--- src/pkg/thl_cfg.svh ---
`ifndef THL_CFG_SVH
`define THL_CFG_SVH
// Host command codes
`define THL_CMD_INQUIRY 8'h28
`define THL_CMD_RESULT_OK 8'hF8
`define THL_CMD_RESULT_ERR 8'hE8
`define THL_CMD_CTRL_READ 8'h68
`define THL_CMD_CTRL_WRITE 8'h78
// Control-write data bit positions
`define THL_WR_MASK_RF 6
`define THL_WR_MASK_FLD 5
// Source-select bit positions
`define THL_SEL_FLD 0
`define THL_SEL_RF_SRC 1
`define THL_SEL_RF_EN 2
// Status nibbles forced after a control-read response
`define THL_NIB_BUSY 4'h7
`define THL_NIB_DIAG 4'hB
// Inquiry address upper-byte marks and mode codes
`define THL_TUN_MARK 2'b01
`define THL_MODE_PLAIN 2'b00
`define THL_MODE_PRIVATE 2'b10
`define THL_MODE_FAMILY 2'b11
// Timing: wait limits count ticks of 1 us
`define THL_CLK_NS 10
`define THL_TICK_NS 1000
`define THL_TICK_CYC (`THL_TICK_NS / `THL_CLK_NS)
// Response header length of an inquiry
`define THL_HDR_LEN 2'd3
`endif

--- src/pkg/thl_pkg.sv ---
package thl_pkg;
   typedef enum logic [2:0] {
      ST_IDLE, ST_ADDR, ST_ADDR_ACK, ST_RX, ST_RX_ACK, ST_TX, ST_TX_ACK, ST_WAIT
   } thl_bus_st_t;

   typedef enum logic [1:0] {TM_OFF, TM_INQ, TM_ANS} thl_tmr_st_t;

   typedef struct packed {
      thl_bus_st_t st;
      thl_tmr_st_t tm;
      logic [3:0] bit_cnt;
      logic [7:0] sh;
      logic rw;
      logic first;
      logic second;
      logic [7:0] cmd;
      logic push_v;
      logic [8:0] push_d;
      logic sda_oe;
      logic alert_oe;
      logic alert_prev;
      logic pend_ser;
      logic pend_rf;
      logic pend_fld;
      logic pend_tun;
      logic mask_rf;
      logic mask_fld;
      logic fld_prev;
      logic scl_prev;
      logic sda_prev;
      logic crd;
      logic poll_fix;
      logic [1:0] hdr_cnt;
      logic [7:0] hdr_hi;
      logic [7:0] hdr_lo;
      logic inq_rsp;
      logic res_pend;
      logic tun_act;
      logic tx_ready;
      logic cmd_stop;
      logic res_send;
      logic tmo;
      logic [6:0] pre;
      logic [15:0] tcnt;
   } thl_main_t;
endpackage : thl_pkg

--- src/pkg/thl_stream_if.sv ---
`timescale 1ns/10ps
`default_nettype none
interface thl_stream_if #(parameter int W = 9) ();
   logic valid;
   logic ready;
   logic [W-1:0] data;
   modport src(output valid, output data, input ready);
   modport dst(input valid, input data, output ready);
endinterface : thl_stream_if
`default_nettype wire

--- src/hdl/thl_host_link.sv ---
`timescale 1ns/10ps
`default_nettype none
`include "thl_cfg.svh"
module thl_host_link #(
   parameter logic [6:0] SLAVE_ADDR = 7'h50
) (
   input wire logic clk,
   input wire logic nrst,
   input wire logic scl_i,
   input wire logic sda_i,
   output logic sda_o,
   output logic sda_oe,
   output logic host_alert_n_o,
   output logic host_alert_n_oe,
   input wire logic [2:0] alert_source_select,
   input wire logic [15:0] inquiry_wait_limit,
   input wire logic [15:0] result_wait_limit,
   input wire logic rf_resp_pulse,
   input wire logic rf_nv_write_done,
   input wire logic field_present,
   input wire logic rf_busy,
   input wire logic self_diag_err,
   input wire logic [7:0] status_byte,
   input wire logic cmd_done,
   input wire logic tun_event,
   input wire logic tun_crypt,
   input wire logic tun_family,
   input wire logic [11:0] tun_addr,
   output logic rx_valid,
   output logic [7:0] rx_data,
   output logic rx_first,
   input wire logic rx_ready,
   input wire logic tx_valid,
   input wire logic [7:0] tx_data,
   output logic tx_ready,
   output logic cmd_stop,
   output logic mask_rf,
   output logic mask_fld,
   output logic tun_result_send,
   output logic tun_timeout
);
   import thl_pkg::*;

   thl_main_t q, d;
   logic [1:0] pins;
   logic scl, sda, scl_r, scl_f, start, stop, tick, load, set_rf, set_fld;
   logic clr_all;
   logic [7:0] byte_out;

   thl_stream_if #(.W(9)) push_s ();
   thl_stream_if #(.W(9)) out_s ();

   // Mode bits of the inquiry address upper byte
   function automatic logic [1:0] tun_mode(input logic crypt, input logic family);
      if (!crypt) begin
         tun_mode = `THL_MODE_PLAIN;
      end else if (family) begin
         tun_mode = `THL_MODE_FAMILY;
      end else begin
         tun_mode = `THL_MODE_PRIVATE;
      end
   endfunction : tun_mode

   // Timer limit check
   function automatic logic expired(input logic [15:0] cnt, input logic [15:0] lim);
      expired = (cnt >= lim);
   endfunction : expired

   thl_pin_sync #(.W(2), .RST(2'b11)) u_sync (
      .clk(clk),
      .nrst(nrst),
      .pin({scl_i, sda_i}),
      .level(pins)
   );

   thl_pair_buf #(.W(9)) u_buf (
      .clk(clk),
      .nrst(nrst),
      .in_s(push_s.dst),
      .out_s(out_s.src)
   );

   // Bus event detection on synchronised levels
   assign scl = pins[1];
   assign sda = pins[0];
   assign scl_r = scl && !q.scl_prev;
   assign scl_f = !scl && q.scl_prev;
   assign start = scl && q.scl_prev && q.sda_prev && !sda;
   assign stop = scl && q.scl_prev && !q.sda_prev && sda;
   assign tick = (q.pre == 7'(`THL_TICK_CYC - 1));

   // Interrupt sources gated by select and mask
   assign set_rf = alert_source_select[`THL_SEL_RF_EN] && !q.mask_rf
      && (alert_source_select[`THL_SEL_RF_SRC] ? rf_nv_write_done : rf_resp_pulse);
   assign set_fld = alert_source_select[`THL_SEL_FLD] && !q.mask_fld
      && field_present && !q.fld_prev;

   // Next transmit byte: forced poll, inquiry header, response stream, status
   always_comb begin
      if (q.poll_fix) begin
         byte_out = {status_byte[7:4], rf_busy ? `THL_NIB_BUSY : `THL_NIB_DIAG};
      end else if (q.hdr_cnt == `THL_HDR_LEN) begin
         byte_out = status_byte;
      end else if (q.hdr_cnt == 2'd2) begin
         byte_out = q.hdr_hi;
      end else if (q.hdr_cnt == 2'd1) begin
         byte_out = q.hdr_lo;
      end else if (tx_valid) begin
         byte_out = tx_data;
      end else begin
         byte_out = status_byte;
      end
   end

   // Main next-state logic
   always_comb begin
      d = q;
      load = 1'b0;
      clr_all = 1'b0;
      d.scl_prev = scl;
      d.sda_prev = sda;
      d.fld_prev = field_present;
      d.alert_prev = q.alert_oe;
      d.push_v = 1'b0;
      d.tx_ready = 1'b0;
      d.cmd_stop = 1'b0;
      d.res_send = 1'b0;
      d.tmo = 1'b0;
      d.pre = tick ? 7'd0 : q.pre + 7'd1;
      unique case (q.st)
         ST_IDLE, ST_WAIT: begin
         end
         ST_ADDR: begin
            if (scl_r) begin
               d.sh = {q.sh[6:0], sda};
               d.bit_cnt = q.bit_cnt + 4'd1;
            end else if (scl_f && q.bit_cnt == 4'd8) begin
               if (q.sh[7:1] == SLAVE_ADDR) begin
                  d.sda_oe = 1'b1;
                  d.rw = q.sh[0];
                  d.st = ST_ADDR_ACK;
                  clr_all = q.sh[0];
               end else begin
                  d.st = ST_WAIT;
               end
            end
         end
         ST_ADDR_ACK: begin
            if (scl_f) begin
               d.sda_oe = 1'b0;
               d.bit_cnt = 4'd0;
               d.first = 1'b1;
               d.second = 1'b0;
               if (q.rw) begin
                  load = 1'b1;
               end else begin
                  d.st = ST_RX;
               end
            end
         end
         ST_RX: begin
            if (scl_r) begin
               d.sh = {q.sh[6:0], sda};
               d.bit_cnt = q.bit_cnt + 4'd1;
            end else if (scl_f && q.bit_cnt == 4'd8) begin
               if (push_s.ready) begin
                  d.sda_oe = 1'b1;
                  d.push_v = 1'b1;
                  d.push_d = {q.first, q.sh};
                  d.st = ST_RX_ACK;
                  if (q.first) begin
                     d.cmd = q.sh;
                  end
                  if (q.second && q.cmd == `THL_CMD_CTRL_WRITE) begin
                     d.mask_rf = q.sh[`THL_WR_MASK_RF];
                     d.mask_fld = q.sh[`THL_WR_MASK_FLD];
                  end
               end else begin
                  d.st = ST_WAIT;
               end
            end
         end
         ST_RX_ACK: begin
            if (scl_f) begin
               d.sda_oe = 1'b0;
               d.bit_cnt = 4'd0;
               d.second = q.first;
               d.first = 1'b0;
               d.st = ST_RX;
            end
         end
         ST_TX: begin
            if (scl_f) begin
               d.bit_cnt = q.bit_cnt + 4'd1;
               if (q.bit_cnt == 4'd7) begin
                  d.sda_oe = 1'b0;
                  d.st = ST_TX_ACK;
               end else begin
                  d.sh = {q.sh[6:0], 1'b0};
                  d.sda_oe = !q.sh[6];
               end
            end
         end
         ST_TX_ACK: begin
            if (scl_r) begin
               d.st = sda ? ST_WAIT : ST_TX_ACK;
               d.bit_cnt = sda ? q.bit_cnt : 4'd9;
            end else if (scl_f && q.bit_cnt == 4'd9) begin
               load = 1'b1;
            end
         end
      endcase
      // Load and start driving the next response byte
      if (load) begin
         d.sh = byte_out;
         d.sda_oe = !byte_out[7];
         d.bit_cnt = 4'd0;
         d.st = ST_TX;
         if (q.poll_fix) begin
            d.poll_fix = 1'b0;
         end else if (q.hdr_cnt != 2'd0) begin
            d.hdr_cnt = q.hdr_cnt - 2'd1;
         end else if (tx_valid) begin
            d.tx_ready = 1'b1;
         end
      end
      // End of a transfer
      if (stop && q.st != ST_IDLE) begin
         d.st = ST_IDLE;
         d.sda_oe = 1'b0;
         if (!q.rw && q.st != ST_ADDR && q.st != ST_WAIT) begin
            d.poll_fix = 1'b0;
            d.crd = (q.cmd == `THL_CMD_CTRL_READ);
            if (q.cmd == `THL_CMD_INQUIRY && q.tun_act && q.tm == TM_INQ) begin
               d.tm = TM_OFF;
               d.hdr_cnt = `THL_HDR_LEN;
               d.inq_rsp = 1'b1;
               d.pend_ser = 1'b1;
            end else begin
               d.cmd_stop = 1'b1;
               if (q.tun_act && (q.cmd == `THL_CMD_RESULT_OK
                     || q.cmd == `THL_CMD_RESULT_ERR)) begin
                  d.tm = TM_OFF;
                  d.res_pend = 1'b1;
               end
            end
         end else if (q.rw) begin
            d.poll_fix = q.crd;
            d.crd = 1'b0;
            if (q.inq_rsp && q.hdr_cnt == 2'd0) begin
               d.inq_rsp = 1'b0;
               d.tm = TM_ANS;
               d.tcnt = 16'd0;
            end
            if (q.res_pend && !q.pend_ser) begin
               d.res_pend = 1'b0;
               d.res_send = 1'b1;
               d.tun_act = 1'b0;
            end
         end
      end
      if (start) begin
         d.st = ST_ADDR;
         d.bit_cnt = 4'd0;
         d.sda_oe = 1'b0;
      end
      // Sticky interrupts; a new event wins over the read-address clear
      d.pend_ser = (q.pend_ser && !clr_all) || cmd_done || (d.pend_ser && !q.pend_ser);
      d.pend_rf = (q.pend_rf && !clr_all && !q.mask_rf) || set_rf;
      d.pend_fld = (q.pend_fld && !clr_all && !q.mask_fld) || set_fld;
      d.pend_tun = (q.pend_tun && !clr_all) || tun_event;
      d.alert_oe = d.pend_ser || d.pend_rf || d.pend_fld || d.pend_tun;
      // Capture the tunnel command address on arrival
      if (tun_event) begin
         d.tun_act = 1'b1;
         d.hdr_hi = {`THL_TUN_MARK, tun_mode(tun_crypt, tun_family), tun_addr[11:8]};
         d.hdr_lo = tun_addr[7:0];
      end
      // Wait timers pause while a transfer is on the bus
      if (q.tm == TM_OFF && q.tun_act && !q.inq_rsp && !q.res_pend
            && q.alert_oe && !q.alert_prev) begin
         d.tm = TM_INQ;
         d.tcnt = 16'd0;
      end else if (q.tm != TM_OFF && q.st == ST_IDLE && tick) begin
         if (expired(q.tcnt, q.tm == TM_INQ ? inquiry_wait_limit : result_wait_limit)) begin
            d.tm = TM_OFF;
            d.tmo = 1'b1;
            d.tun_act = 1'b0;
         end else begin
            d.tcnt = q.tcnt + 16'd1;
         end
      end
   end

   always_ff @(posedge clk) begin
      if (!nrst) begin
         q <= '0;
      end else begin
         q <= d;
      end
   end

   // Buffer hookup and registered outputs
   assign push_s.valid = q.push_v;
   assign push_s.data = q.push_d;
   assign out_s.ready = rx_ready;
   assign rx_valid = out_s.valid;
   assign rx_data = out_s.data[7:0];
   assign rx_first = out_s.data[8];
   assign sda_o = 1'b0;
   assign sda_oe = q.sda_oe;
   assign host_alert_n_o = 1'b0;
   assign host_alert_n_oe = q.alert_oe;
   assign tx_ready = q.tx_ready;
   assign cmd_stop = q.cmd_stop;
   assign mask_rf = q.mask_rf;
   assign mask_fld = q.mask_fld;
   assign tun_result_send = q.res_send;
   assign tun_timeout = q.tmo;
endmodule : thl_host_link
`default_nettype wire

--- src/hdl/thl_pin_sync.sv ---
`timescale 1ns/10ps
`default_nettype none
module thl_pin_sync #(
   parameter int W = 2,
   parameter logic [W-1:0] RST = '1
) (
   input wire logic clk,
   input wire logic nrst,
   input wire logic [W-1:0] pin,
   output logic [W-1:0] level
);
   typedef struct packed {
      logic [W-1:0] s1;
      logic [W-1:0] s2;
      logic [W-1:0] s3;
      logic [W-1:0] o;
   } thl_sync_t;
   thl_sync_t q, d;

   // Three stages; a bit changes once stages two and three agree
   always_comb begin
      d = q;
      d.s1 = pin;
      d.s2 = q.s1;
      d.s3 = q.s2;
      for (int i = 0; i < W; i++) begin
         if (q.s2[i] == q.s3[i]) begin
            d.o[i] = q.s3[i];
         end
      end
   end

   always_ff @(posedge clk) begin
      if (!nrst) begin
         q <= {RST, RST, RST, RST};
      end else begin
         q <= d;
      end
   end

   assign level = q.o;
endmodule : thl_pin_sync
`default_nettype wire

--- src/hdl/thl_pair_buf.sv ---
`timescale 1ns/10ps
`default_nettype none
module thl_pair_buf #(
   parameter int W = 9
) (
   input wire logic clk,
   input wire logic nrst,
   thl_stream_if.dst in_s,
   thl_stream_if.src out_s
);
   typedef struct packed {
      logic ov;
      logic [W-1:0] od;
      logic sv;
      logic [W-1:0] sd;
   } thl_buf_t;
   thl_buf_t q, d;
   logic push;
   logic pop;

   // Output slot plus one spare slot; ready drops only when both are full
   always_comb begin
      d = q;
      push = in_s.valid && !q.sv;
      pop = q.ov && out_s.ready;
      if (pop) begin
         if (q.sv) begin
            d.od = q.sd;
            d.sv = push;
            d.sd = in_s.data;
         end else begin
            d.ov = push;
            d.od = in_s.data;
         end
      end else if (push) begin
         if (!q.ov) begin
            d.ov = 1'b1;
            d.od = in_s.data;
         end else begin
            d.sv = 1'b1;
            d.sd = in_s.data;
         end
      end
   end

   always_ff @(posedge clk) begin
      if (!nrst) begin
         q <= '0;
      end else begin
         q <= d;
      end
   end

   assign in_s.ready = !q.sv;
   assign out_s.valid = q.ov;
   assign out_s.data = q.od;
endmodule : thl_pair_buf
`default_nettype wire

--- config.mk ---
export PLATFORM = sky130hd
export DESIGN_NAME = thl_host_link
export DESIGN_NICKNAME = d
export VERILOG_FILES = /design/src/pkg/thl_pkg.sv /design/src/pkg/thl_stream_if.sv /design/src/hdl/thl_host_link.sv /design/src/hdl/thl_pin_sync.sv /design/src/hdl/thl_pair_buf.sv
export VERILOG_INCLUDE_DIRS = /design/src /design/src/pkg
export SDC_FILE = /design/constraint.sdc
export NUM_CORES = 1
export LEC_CHECK = 0
export BUFFER_PORTS_ARGS = -buffer_cell sky130_fd_sc_hd__buf_2
export CORE_MARGIN = 2
export CORE_UTILIZATION = 45
export CTS_BUF_LIST = sky130_fd_sc_hd__clkbuf_2 sky130_fd_sc_hd__clkbuf_4 sky130_fd_sc_hd__clkbuf_8
export CTS_CLUSTER_SIZE = 28
export DETAILED_ROUTE_END_ITERATION = 12
export PLACE_DENSITY = 0.68
export SYNTH_ARGS = -nofsm -noshare
export SYNTH_HDL_FRONTEND = slang
export SYNTH_SLANG_ARGS = --single-unit
export TNS_END_PERCENT = 50
--- constraint.sdc ---
create_clock -name clk -period 3.15 [get_ports clk]
set_input_delay 0 -clock clk [delete_from_list [all_inputs] [get_ports clk]]
set_output_delay 0 -clock clk [all_outputs]
set_load 0.01 [all_outputs]
# Word-level counts from Yosys, hierarchy flattened
# Index checks and enable logic that the tools add are counted.
[totals]
register_bits = 127
input_bits = 78
out_inout_bits = 20
elab_cells = 350
[classes]
n_addsub = 4
order_cmp = 1
n_eq_ne = 68
mux = 108
bitwise = 9
reduce_logical = 112
[op_table]
columns = ["operator", "count"]
rows = [
  ["two-way mux 16 bit", 7],
  ["two-way mux 8 bit", 7],
  ["inequality test 5 bit (second input constant)", 10],
  ["two-way mux 3 bit", 16],
  ["inequality test 3 bit (second input constant)", 14],
  ["two-way mux 1 bit", 40],
  ["two-way mux 20 bit", 2],
  ["logical AND 1 bit", 39],
  ["two-way mux 2 bit", 19],
  ["AND reduction 11 bit", 3],
  ["inequality test 2 bit (second input constant)", 14],
  ["two-way mux 12 bit", 2],
  ["two-way mux 10 bit", 2],
  ["two-way mux 9 bit", 2],
  ["one-hot mux 3 bit (6 select lines)", 1],
  ["adder 16 x 1 -> 16 bit (second input constant)", 1],
  ["== test 8 x 7 -> 1 bit (second input constant)", 2],
  ["== test 8 bit (second input constant)", 2],
  ["greater-or-equal comparator 16 bit", 1],
  ["zero test 1 bit", 16],
  ["two-way mux 4 bit", 4],
  ["one-hot mux 4 bit (4 select lines)", 1],
  ["one-hot mux 8 bit (2 select lines)", 1],
  ["AND reduction 4 bit", 4],
  ["other kinds (38)", 92],
]

# Logic depth before layout (Yosys ltp)
# Gate-level depths: netlist of run 1.
[logic_depth]
depth_word = 13
mapped_depth = 13
mapped_depth_nobuf = 9

# Hierarchy
# A second synthesis of run 1 with hierarchy kept.
[hier_totals]
cells_unflattened = 768
area_unflattened_um2 = 6673.9
[by_module_without_submodules]
columns = ["mod", "n_inst", "cells_per_inst", "area_each_um2", "seq_area_each_um2"]
rows = [
  ["thl_host_link", 1, 630, 5383.9, 1981.9],
  ["thl_pair_buf", 1, 116, 1049.8, 400.4],
  ["thl_pin_sync", 1, 22, 240.2, 160.2],
]

# Worst setup path after synthesis of run 1
# No wires, ideal clock.
[synth_timing]
path_kind = "register -> register"
from = "register q[95] in the netlist's numbering"
to = "register q[10] in the netlist's numbering"
setup_ns = 0.114
arrival_ns = 2.974
required_time_ns = 3.036
setup_slack_ns = 0.062
stages_incl_launch_ff = 14
n_path_buf = 4
period_less_slack_ns = 3.088
path_cell_list = "dfxtp_1 nor2b_1 clkbuf_1 clkbuf_1 mux2i_1 ha_1 a21oi_1 o21ai_0 a21oi_1 o211ai_2 and3b_1 buf_6 buf_6 a21o_1"
[synth_between]
elab_chain_len = 7
[synth_lines]
columns = ["item", "line", "text"]
rows = [
  ["start: declaration", "thl_host_link.sv:44", "thl_main_t q, d;"],
  ["start signal: assignment", "thl_host_link.sv:297", "q <= '0;"],
  ["start signal: assignment", "thl_host_link.sv:299", "q <= d;"],
  ["branches (longest 7 deep; another with greater-or-equal comparator 16 bit)", "n/a", ""],
]
# Parallel ways; which one is timed is not known.
# A chain may end at the register's enable or synchronous reset.

# Worst setup path after layout of run 1
[layout_timing]
from = "register q[95] in the netlist's numbering"
to = "register q[11] in the netlist's numbering"
# The elaborated chain is that of the path after synthesis.

==> results of run 1 <==
## kinds of logic after synthesis
family,Yosys count
and+or+nand+nor,284
AOI/OAI and AO/OA,177
DFF,127
muxes,80
buffers and inverters,61
adders and majority gates,21
xor gates and xnor gates,4
other,1
## final cells by class
cell class | instances | area (µm²)
inverter | 12 | 45.0
tap | 180 | 225
multi-input combinational | 568 | 3680
clock buffer | 20 | 275
sequential | 127 | 2540
fill | 1313 | 6200
timing repair buffer | 131 | 831
clock inverter | 10 | 185
## critical path: cells and delay by family (launching register included)
kind / cells / cell delay, ns
simple gates: 4 / 1.06
compound gates: 3 / 0.55
flops: 1 / 0.38
mux: 1 / 0.35
fa+ha+maj: 1 / 0.26
buf+inv: 1 / 0.18
## synthesized netlist by cell type, types with 3 or more instances
cell type	instances
nor4b_1	3
o21ai_1	3
o21a_1	3
a21oi_1	50
buf_1	4
buf_4	10
a211oi_1	16
a21o_1	9
mux2_2	7
or2_2	7
clkbuf_1	29
o211ai_1	3
o22ai_1	6
nor4_1	4
nand2_1	60
inv_1	12
dfxtp_1	127
mux4_2	3
nand4b_1	3
mux2i_1	70
and2_1	8
buf_6	4
or3_1	8
nand2b_1	17
a31oi_1	4
a221oi_1	4
nor2_1	88
o21ai_0	49
nor2b_1	14
nor3_1	18
nand4_1	7
a21o_2	4
ha_1	21
nand3_1	31
## registers in the layout, summed over array words and instances (netlist names), 2 cells and up
name / flops
push_s.data: 9
q: 81
u_buf.out_s.data: 9
u_buf.q: 10
u_sync.d: 4
u_sync.level: 2
u_sync.q: 2
## power breakdown
group          switching [mW]  internal (mW)
Sequential             0.0178           1.63
Combinational           0.111          0.127
Clock                   0.633          0.996
Total                   0.762           2.76
## layer usage
metal / up-vias / GRT usage (%) / part of all wire, %
met3: 9 / 5.03 / 4.7
met2: 132 / 28.7 / 43
met1: 2568 / 27.1 / 51
met4: 0 / 5.35 / 0.85
met5: - / 0 / 0
li1: 2926 / - / -
## path summary, 6_finish.rpt
kind	slack, ns	from	depth (start not counted)	to
setup / recovery	0.25	q[95]$_SDFF_PN0_	10	q[11]$_SDFF_PP0_
hold reg to reg	0.41	u_sync.d[5]$_SDFF_PN1_	1	u_sync.d[3]$_SDFF_PN1_
setup reg to reg	0.25	q[95]$_SDFF_PN0_	10	q[11]$_SDFF_PP0_
hold / removal	0.04	status_byte[6]	5	q[89]$_SDFFE_PN0P_
## stage by stage
step | worst slack, ns | hold slack [ns]
2_1_floorplan | 0.0623 | 0.101
3_3_place_gp | 0.317 | 0.184
3_5_place_dp | 0.258 | 0.185
4_1_cts | 0.237 | 0.00647
5_1_grt | 0.00581 | 0.0719
6_report | 0.254 | 0.0373
==> flow_summary_export.csv, run 1 <==
group,metric,value,unit
sta,hold_viol,0,
sta,skew,0.0152,ns
die,floorplan.initialDensity,46.6,%
hold_path,hold_path.class,"in2reg",
logic_synthesis,yosysWarnings,0,
placed_design,place_congestion,0.858,
clock_tree,cts.repair.resized,0,
power_and_ir_drop,leakage,3.26,nW
power_and_ir_drop,vdd_drop_max,0.440,mV
logic_synthesis,synth_top_family_by_area,"simple AND/OR/NAND/NOR gates",
logic_synthesis,syn_inst,755,
worst_setup_path,crit_chain,"nor2b_2 -> buf_12 -> mux2_2 -> ha_1 -> nor2_1 -> a21oi_1 -> and4b_1 -> o211ai_2 -> and3b_1 -> a211o_1",
logic_synthesis,ys_seq_area_share,39.0,%
sta,rsz0062_at_grt,"no",
worst_setup_path,crit_path_start_kind,"register",
grt,grt_max_degree,68,
placed_design,place_inst,990,
sta,finalSetupViolations,0,
worst_setup_path,crit_path_max_fanout,17,
die,dieArea,15500,µm²
route,post-route-drc-count,0,
die,rows,43,
route,vias,5635,
clock_tree,clk_latency,0.45,ns
sta,slew_headroom,51.0,%
finish,design_area,7780,µm²
die,pin_count,98,
flow_run,maxCapViolCount,0,
clock_tree,ctsHoldBuffers,28,
grt,antenna_found_initial,0,
worst_setup_path,crit_path_end_kind,"register",
finish,final_core_util,55.7,%
logic_synthesis,netlist-cell-type-count,66,
logic_synthesis,async_flop_share,0,%
clock_tree,clk_pin_slew,0.07,ns
grt,track_usage,19.1,%
worst_setup_path,crit_slowest_cell,"dfxtp_1",
route,wl_per_cell,14.0,µm
logic_synthesis,netlist_area,6520,µm²
sta,timing.fmax,345,MHz
route,drtIter0Drc,391,
power_and_ir_drop,p_total,3.52,mW
logic_synthesis,synth.area.mux_share,13.0,%
placed_design,port-buffer-count,94,
route,ant_nets,0,
finish,final_common_cell,"dfxtp_1",
worst_setup_path,crit_type,"reg2reg",
outcome,status,"complete, no violations",
die,dieHeight,124,µm
finish,drive_above_1_share,18.9,%
logic_synthesis,synth_edf_count,0,
grt,grt_pass1_vias,5018,
logic_synthesis,syn_area_per_cell,8.63,µm²
logic_synthesis,synth_top_cell_by_area,"dfxtp_1",
logic_synthesis,synth_ff_type,"dfxtp_1",
finish,final_cell_mix,"127 x dfxtp_1, 94 x buf_2, 88 x nor2_1, 70 x mux2i_1, 60 x nand2_1",
route,vias_per_cell,5.38,
logic_synthesis,synthAdderAreaFrac,4.03,%
worst_setup_path,critical_path_required,3.49,ns
clock_tree,clockBufferDepth,2,
worst_setup_path,max_stage_delay,0.38,ns
clock_tree,htreeDepth,4,
grt,grt_pass1_wl,24.5,mm
route,first_pass_iters,7,
power_and_ir_drop,power_density,452,nW/µm²
clock_tree,cts_setup_buffers,0,
sta,fin_crit,2.90,ns
clock_tree,root_buffer,"clkbuf_8",
grt,gr-total-overflow,0,
clock_tree,numCtsBuffers,17,
die,core_area,14000,µm²
die,fp.dieW,124,µm
clock_tree,clkSinkCount,127,
placed_design,placed_area,7040,µm²
route,wl,14.7,mm
logic_synthesis,synth.area.top_cells,"dfxtp_1 39%, mux2i_1 11%, nor2_1 5.1%",
worst_setup_path,worstPathArrival,3.24,ns
sta,fin_crit_sh,91.9,%
clock_tree,cts_tree,"yes",
logic_synthesis,synth_xor_area_share,0.538,%
finish,areaGrowthSynthToFinish,19.5,%
logic_synthesis,synth.top_cell.area_share,39.0,%
sta,worst_pin_slew,0.724,ns
sta,setup_tns,0,ns
finish,nets,956,
placed_design,hpwl,10.2,mm
logic_synthesis,synth_compound_area_share,17.0,%
logic_synthesis,yosys.area_share.simple,21.8,%
sta,maxSlewViolCount,0,
finish,stdcell_count,1048,
finish,antenna_cells,0,
logic_synthesis,synth_seq_cells,127,
(Power assumes the default switching activity.)
==> run 2, diff against run 1 <==
--- a/config.mk
+++ b/config.mk
@@ -13,6 +13,7 @@
 export CTS_CLUSTER_SIZE = 28
 export DETAILED_ROUTE_END_ITERATION = 12
 export PLACE_DENSITY = 0.68
+export REMOVE_ABC_BUFFERS = 1
 export SYNTH_ARGS = -nofsm -noshare
 export SYNTH_HDL_FRONTEND = slang
 export SYNTH_SLANG_ARGS = --single-unit
==> run 2 against run 1 <==
  * Critical path depth unchanged
  * Clock-buffer cell count increased by 4
  * Final cell count grew 0.57%
  * Clock power down 24%
  * Sequential share of layout area increased by 0.33 points
  * Register-to-register slack got worse by 0.03 ns
  * Power decreased by 11%
  * Setup slack worse by 0.031 ns
==> flow_summary_export.csv, run 2 (synthesized netlist as in run 1, its figures left out) <==
group,metric,value,unit
grt,track_usage,19.7,%
worst_setup_path,crit_path_max_fanout,16,
worst_setup_path,crit_path_end_kind,"register",
grt,gr-total-overflow,0,
power_and_ir_drop,vdd_drop_max,0.284,mV
sta,maxSlewViolCount,0,
route,first_pass_iters,5,
clock_tree,clk_pin_slew,0.07,ns
finish,largest_register_ffs,81,
clock_tree,clk_latency,0.44,ns
finish,antenna_cells,0,
die,fp.dieW,124,µm
power_and_ir_drop,p_int,2.39,mW
placed_design,port-buffer-count,94,
power_and_ir_drop,power_switching,741,µW
hold_path,holdPathStages,5,
sta,slew_headroom,34.3,%
clock_tree,numCtsBuffers,17,
die,dieArea,15500,µm²
grt,antenna_found_initial,0,
die,dieHeight,124,µm
route,wl_per_cell,14.0,µm
die,core_area,14000,µm²
route,drtIter0Drc,375,
power_and_ir_drop,power_density,406,nW/µm²
sta,fin_crit_sh,92.9,%
power_and_ir_drop,switching_share,23.7,%
worst_setup_path,crit_path_start_kind,"register",
placed_design,place_congestion,0.886,
clock_tree,ctsHoldBuffers,29,
finish,nets,961,
clock_tree,cts_tree,"yes",
power_and_ir_drop,combPwrFrac,7.7,%
finish,drive_above_1_share,19.3,%
clock_tree,clkSinkCount,127,
clock_tree,cts.repair.resized,0,
power_and_ir_drop,p_total,3.13,mW
grt,grt_max_degree,68,
sta,skew,0.00749,ns
outcome,status,"complete, no violations",
worst_setup_path,crit_type,"reg2reg",
route,vias,5692,
clock_tree,htreeDepth,4,
finish,regMostFlops,"q",
sta,finalSetupViolations,0,
finish,top_regs,"q x81, u_buf.q x10",
clock_tree,clockBufferDepth,2,
grt,grt_pass1_vias,5381,
sta,fin_crit,2.93,ns
finish,final_common_cell,"dfxtp_1",
sta,rsz0062_at_grt,"no",
route,vias_per_cell,5.40,
worst_setup_path,worstPathArrival,3.26,ns
sta,worst_pin_slew,0.979,ns
finish,final_core_util,55.1,%
placed_design,hpwl,10.4,mm
route,post-route-drc-count,0,
die,floorplan.initialDensity,46.6,%
finish,final_cell_mix,"127 x dfxtp_1, 94 x buf_2, 88 x nor2_1, 70 x mux2i_1, 60 x nand2_1",
route,ant_nets,0,
clock_tree,root_buffer,"clkbuf_8",
power_and_ir_drop,clkPwrFrac,39.6,%
finish,areaGrowthSynthToFinish,18.3,%
sta,timing.fmax,342,MHz
worst_setup_path,critical_path_required,3.49,ns
clock_tree,cts_setup_buffers,0,
hold_path,hold_path.class,"in2reg",
flow_run,maxCapViolCount,0,
sta,hold_viol,0,
power_and_ir_drop,leakage,3.24,nW
power_and_ir_drop,p_seq_share,52.8,%
die,rows,43,
route,wl,14.8,mm
grt,grt_pass1_wl,25.5,mm
die,pin_count,98,
worst_setup_path,reg2regPathDepth,10,
sta,hold_slack,0.0524,ns
run 2: changes by cell type in the layout (fill, tap and decap cells not counted), sizes merged:
cell | before | now
clkbuf | 20 | 24
bufinv | 5 | 0
buf | 103 | 107
dlygate4sd3 | 28 | 29
clkinv | 4 | 6
run 2: critical path: stages (launching register included):
cell      delay [ns]
dfxtp_1         0.37
nor2b_2         0.23
buf_12          0.19
mux2_2          0.35
ha_1            0.26
nor2_1          0.10
a21oi_1         0.07
and4b_1         0.36
o211ai_2        0.12
and3b_1         0.39
a211o_1         0.37
run 2: metal layers:
layer / vias to the layer above / routed length (µm) / track usage [%]
met5: - / 0 / 0
met4: 0 / 191 / 5.75
met3: 17 / 737 / 5.50
met2: 132 / 6600 / 30.8
met1: 2616 / 7260 / 26.7
li1: 2927 / - / -
run 2: final timing paths:
path / start / slack, ns / to
max: q[95]$_SDFF_PN0_ / 0.22 / q[11]$_SDFF_PP0_
min: status_byte[1] / 0.05 / q[84]$_SDFFE_PN0P_
max reg2reg: q[95]$_SDFF_PN0_ / 0.22 / q[11]$_SDFF_PP0_
min reg2reg: u_sync.d[4]$_SDFF_PN1_ / 0.41 / u_sync.d[2]$_SDFF_PN1_
run 2: layout make-up:
class | count | area (µm²)
multi-input cells | 568 | 3680
repair buffers | 136 | 871
flip-flops and latches | 127 | 2540
well taps | 180 | 225
fillers | 1316 | 6280
clock buffers | 24 | 305
inverters | 12 | 45.0
clock inverters | 7 | 37.5
run 2: power groups by stage:
stage	clock network [mW]	logic, mW	registers (mW)
floorplan	0	0.117	1.68
global placement	0	0.209	1.69
detailed placement	0	0.212	1.69
CTS	1.28	0.241	1.65
global route	1.36	0.271	1.65
finish	1.24	0.240	1.65
run 2: per-stage QoR:
stage	std cells	setup WS [ns]	setup TNS [ns]	area, µm²
6_report	1054	0.223	0	7710
5_1_grt	1054	0.0233	0	7710
4_1_cts	1054	0.230	0	7710
3_5_place_dp	994	0.252	0	7070
3_3_place_gp	994	0.260	0	7070
2_1_floorplan	707	-0.272	-2.59	6270
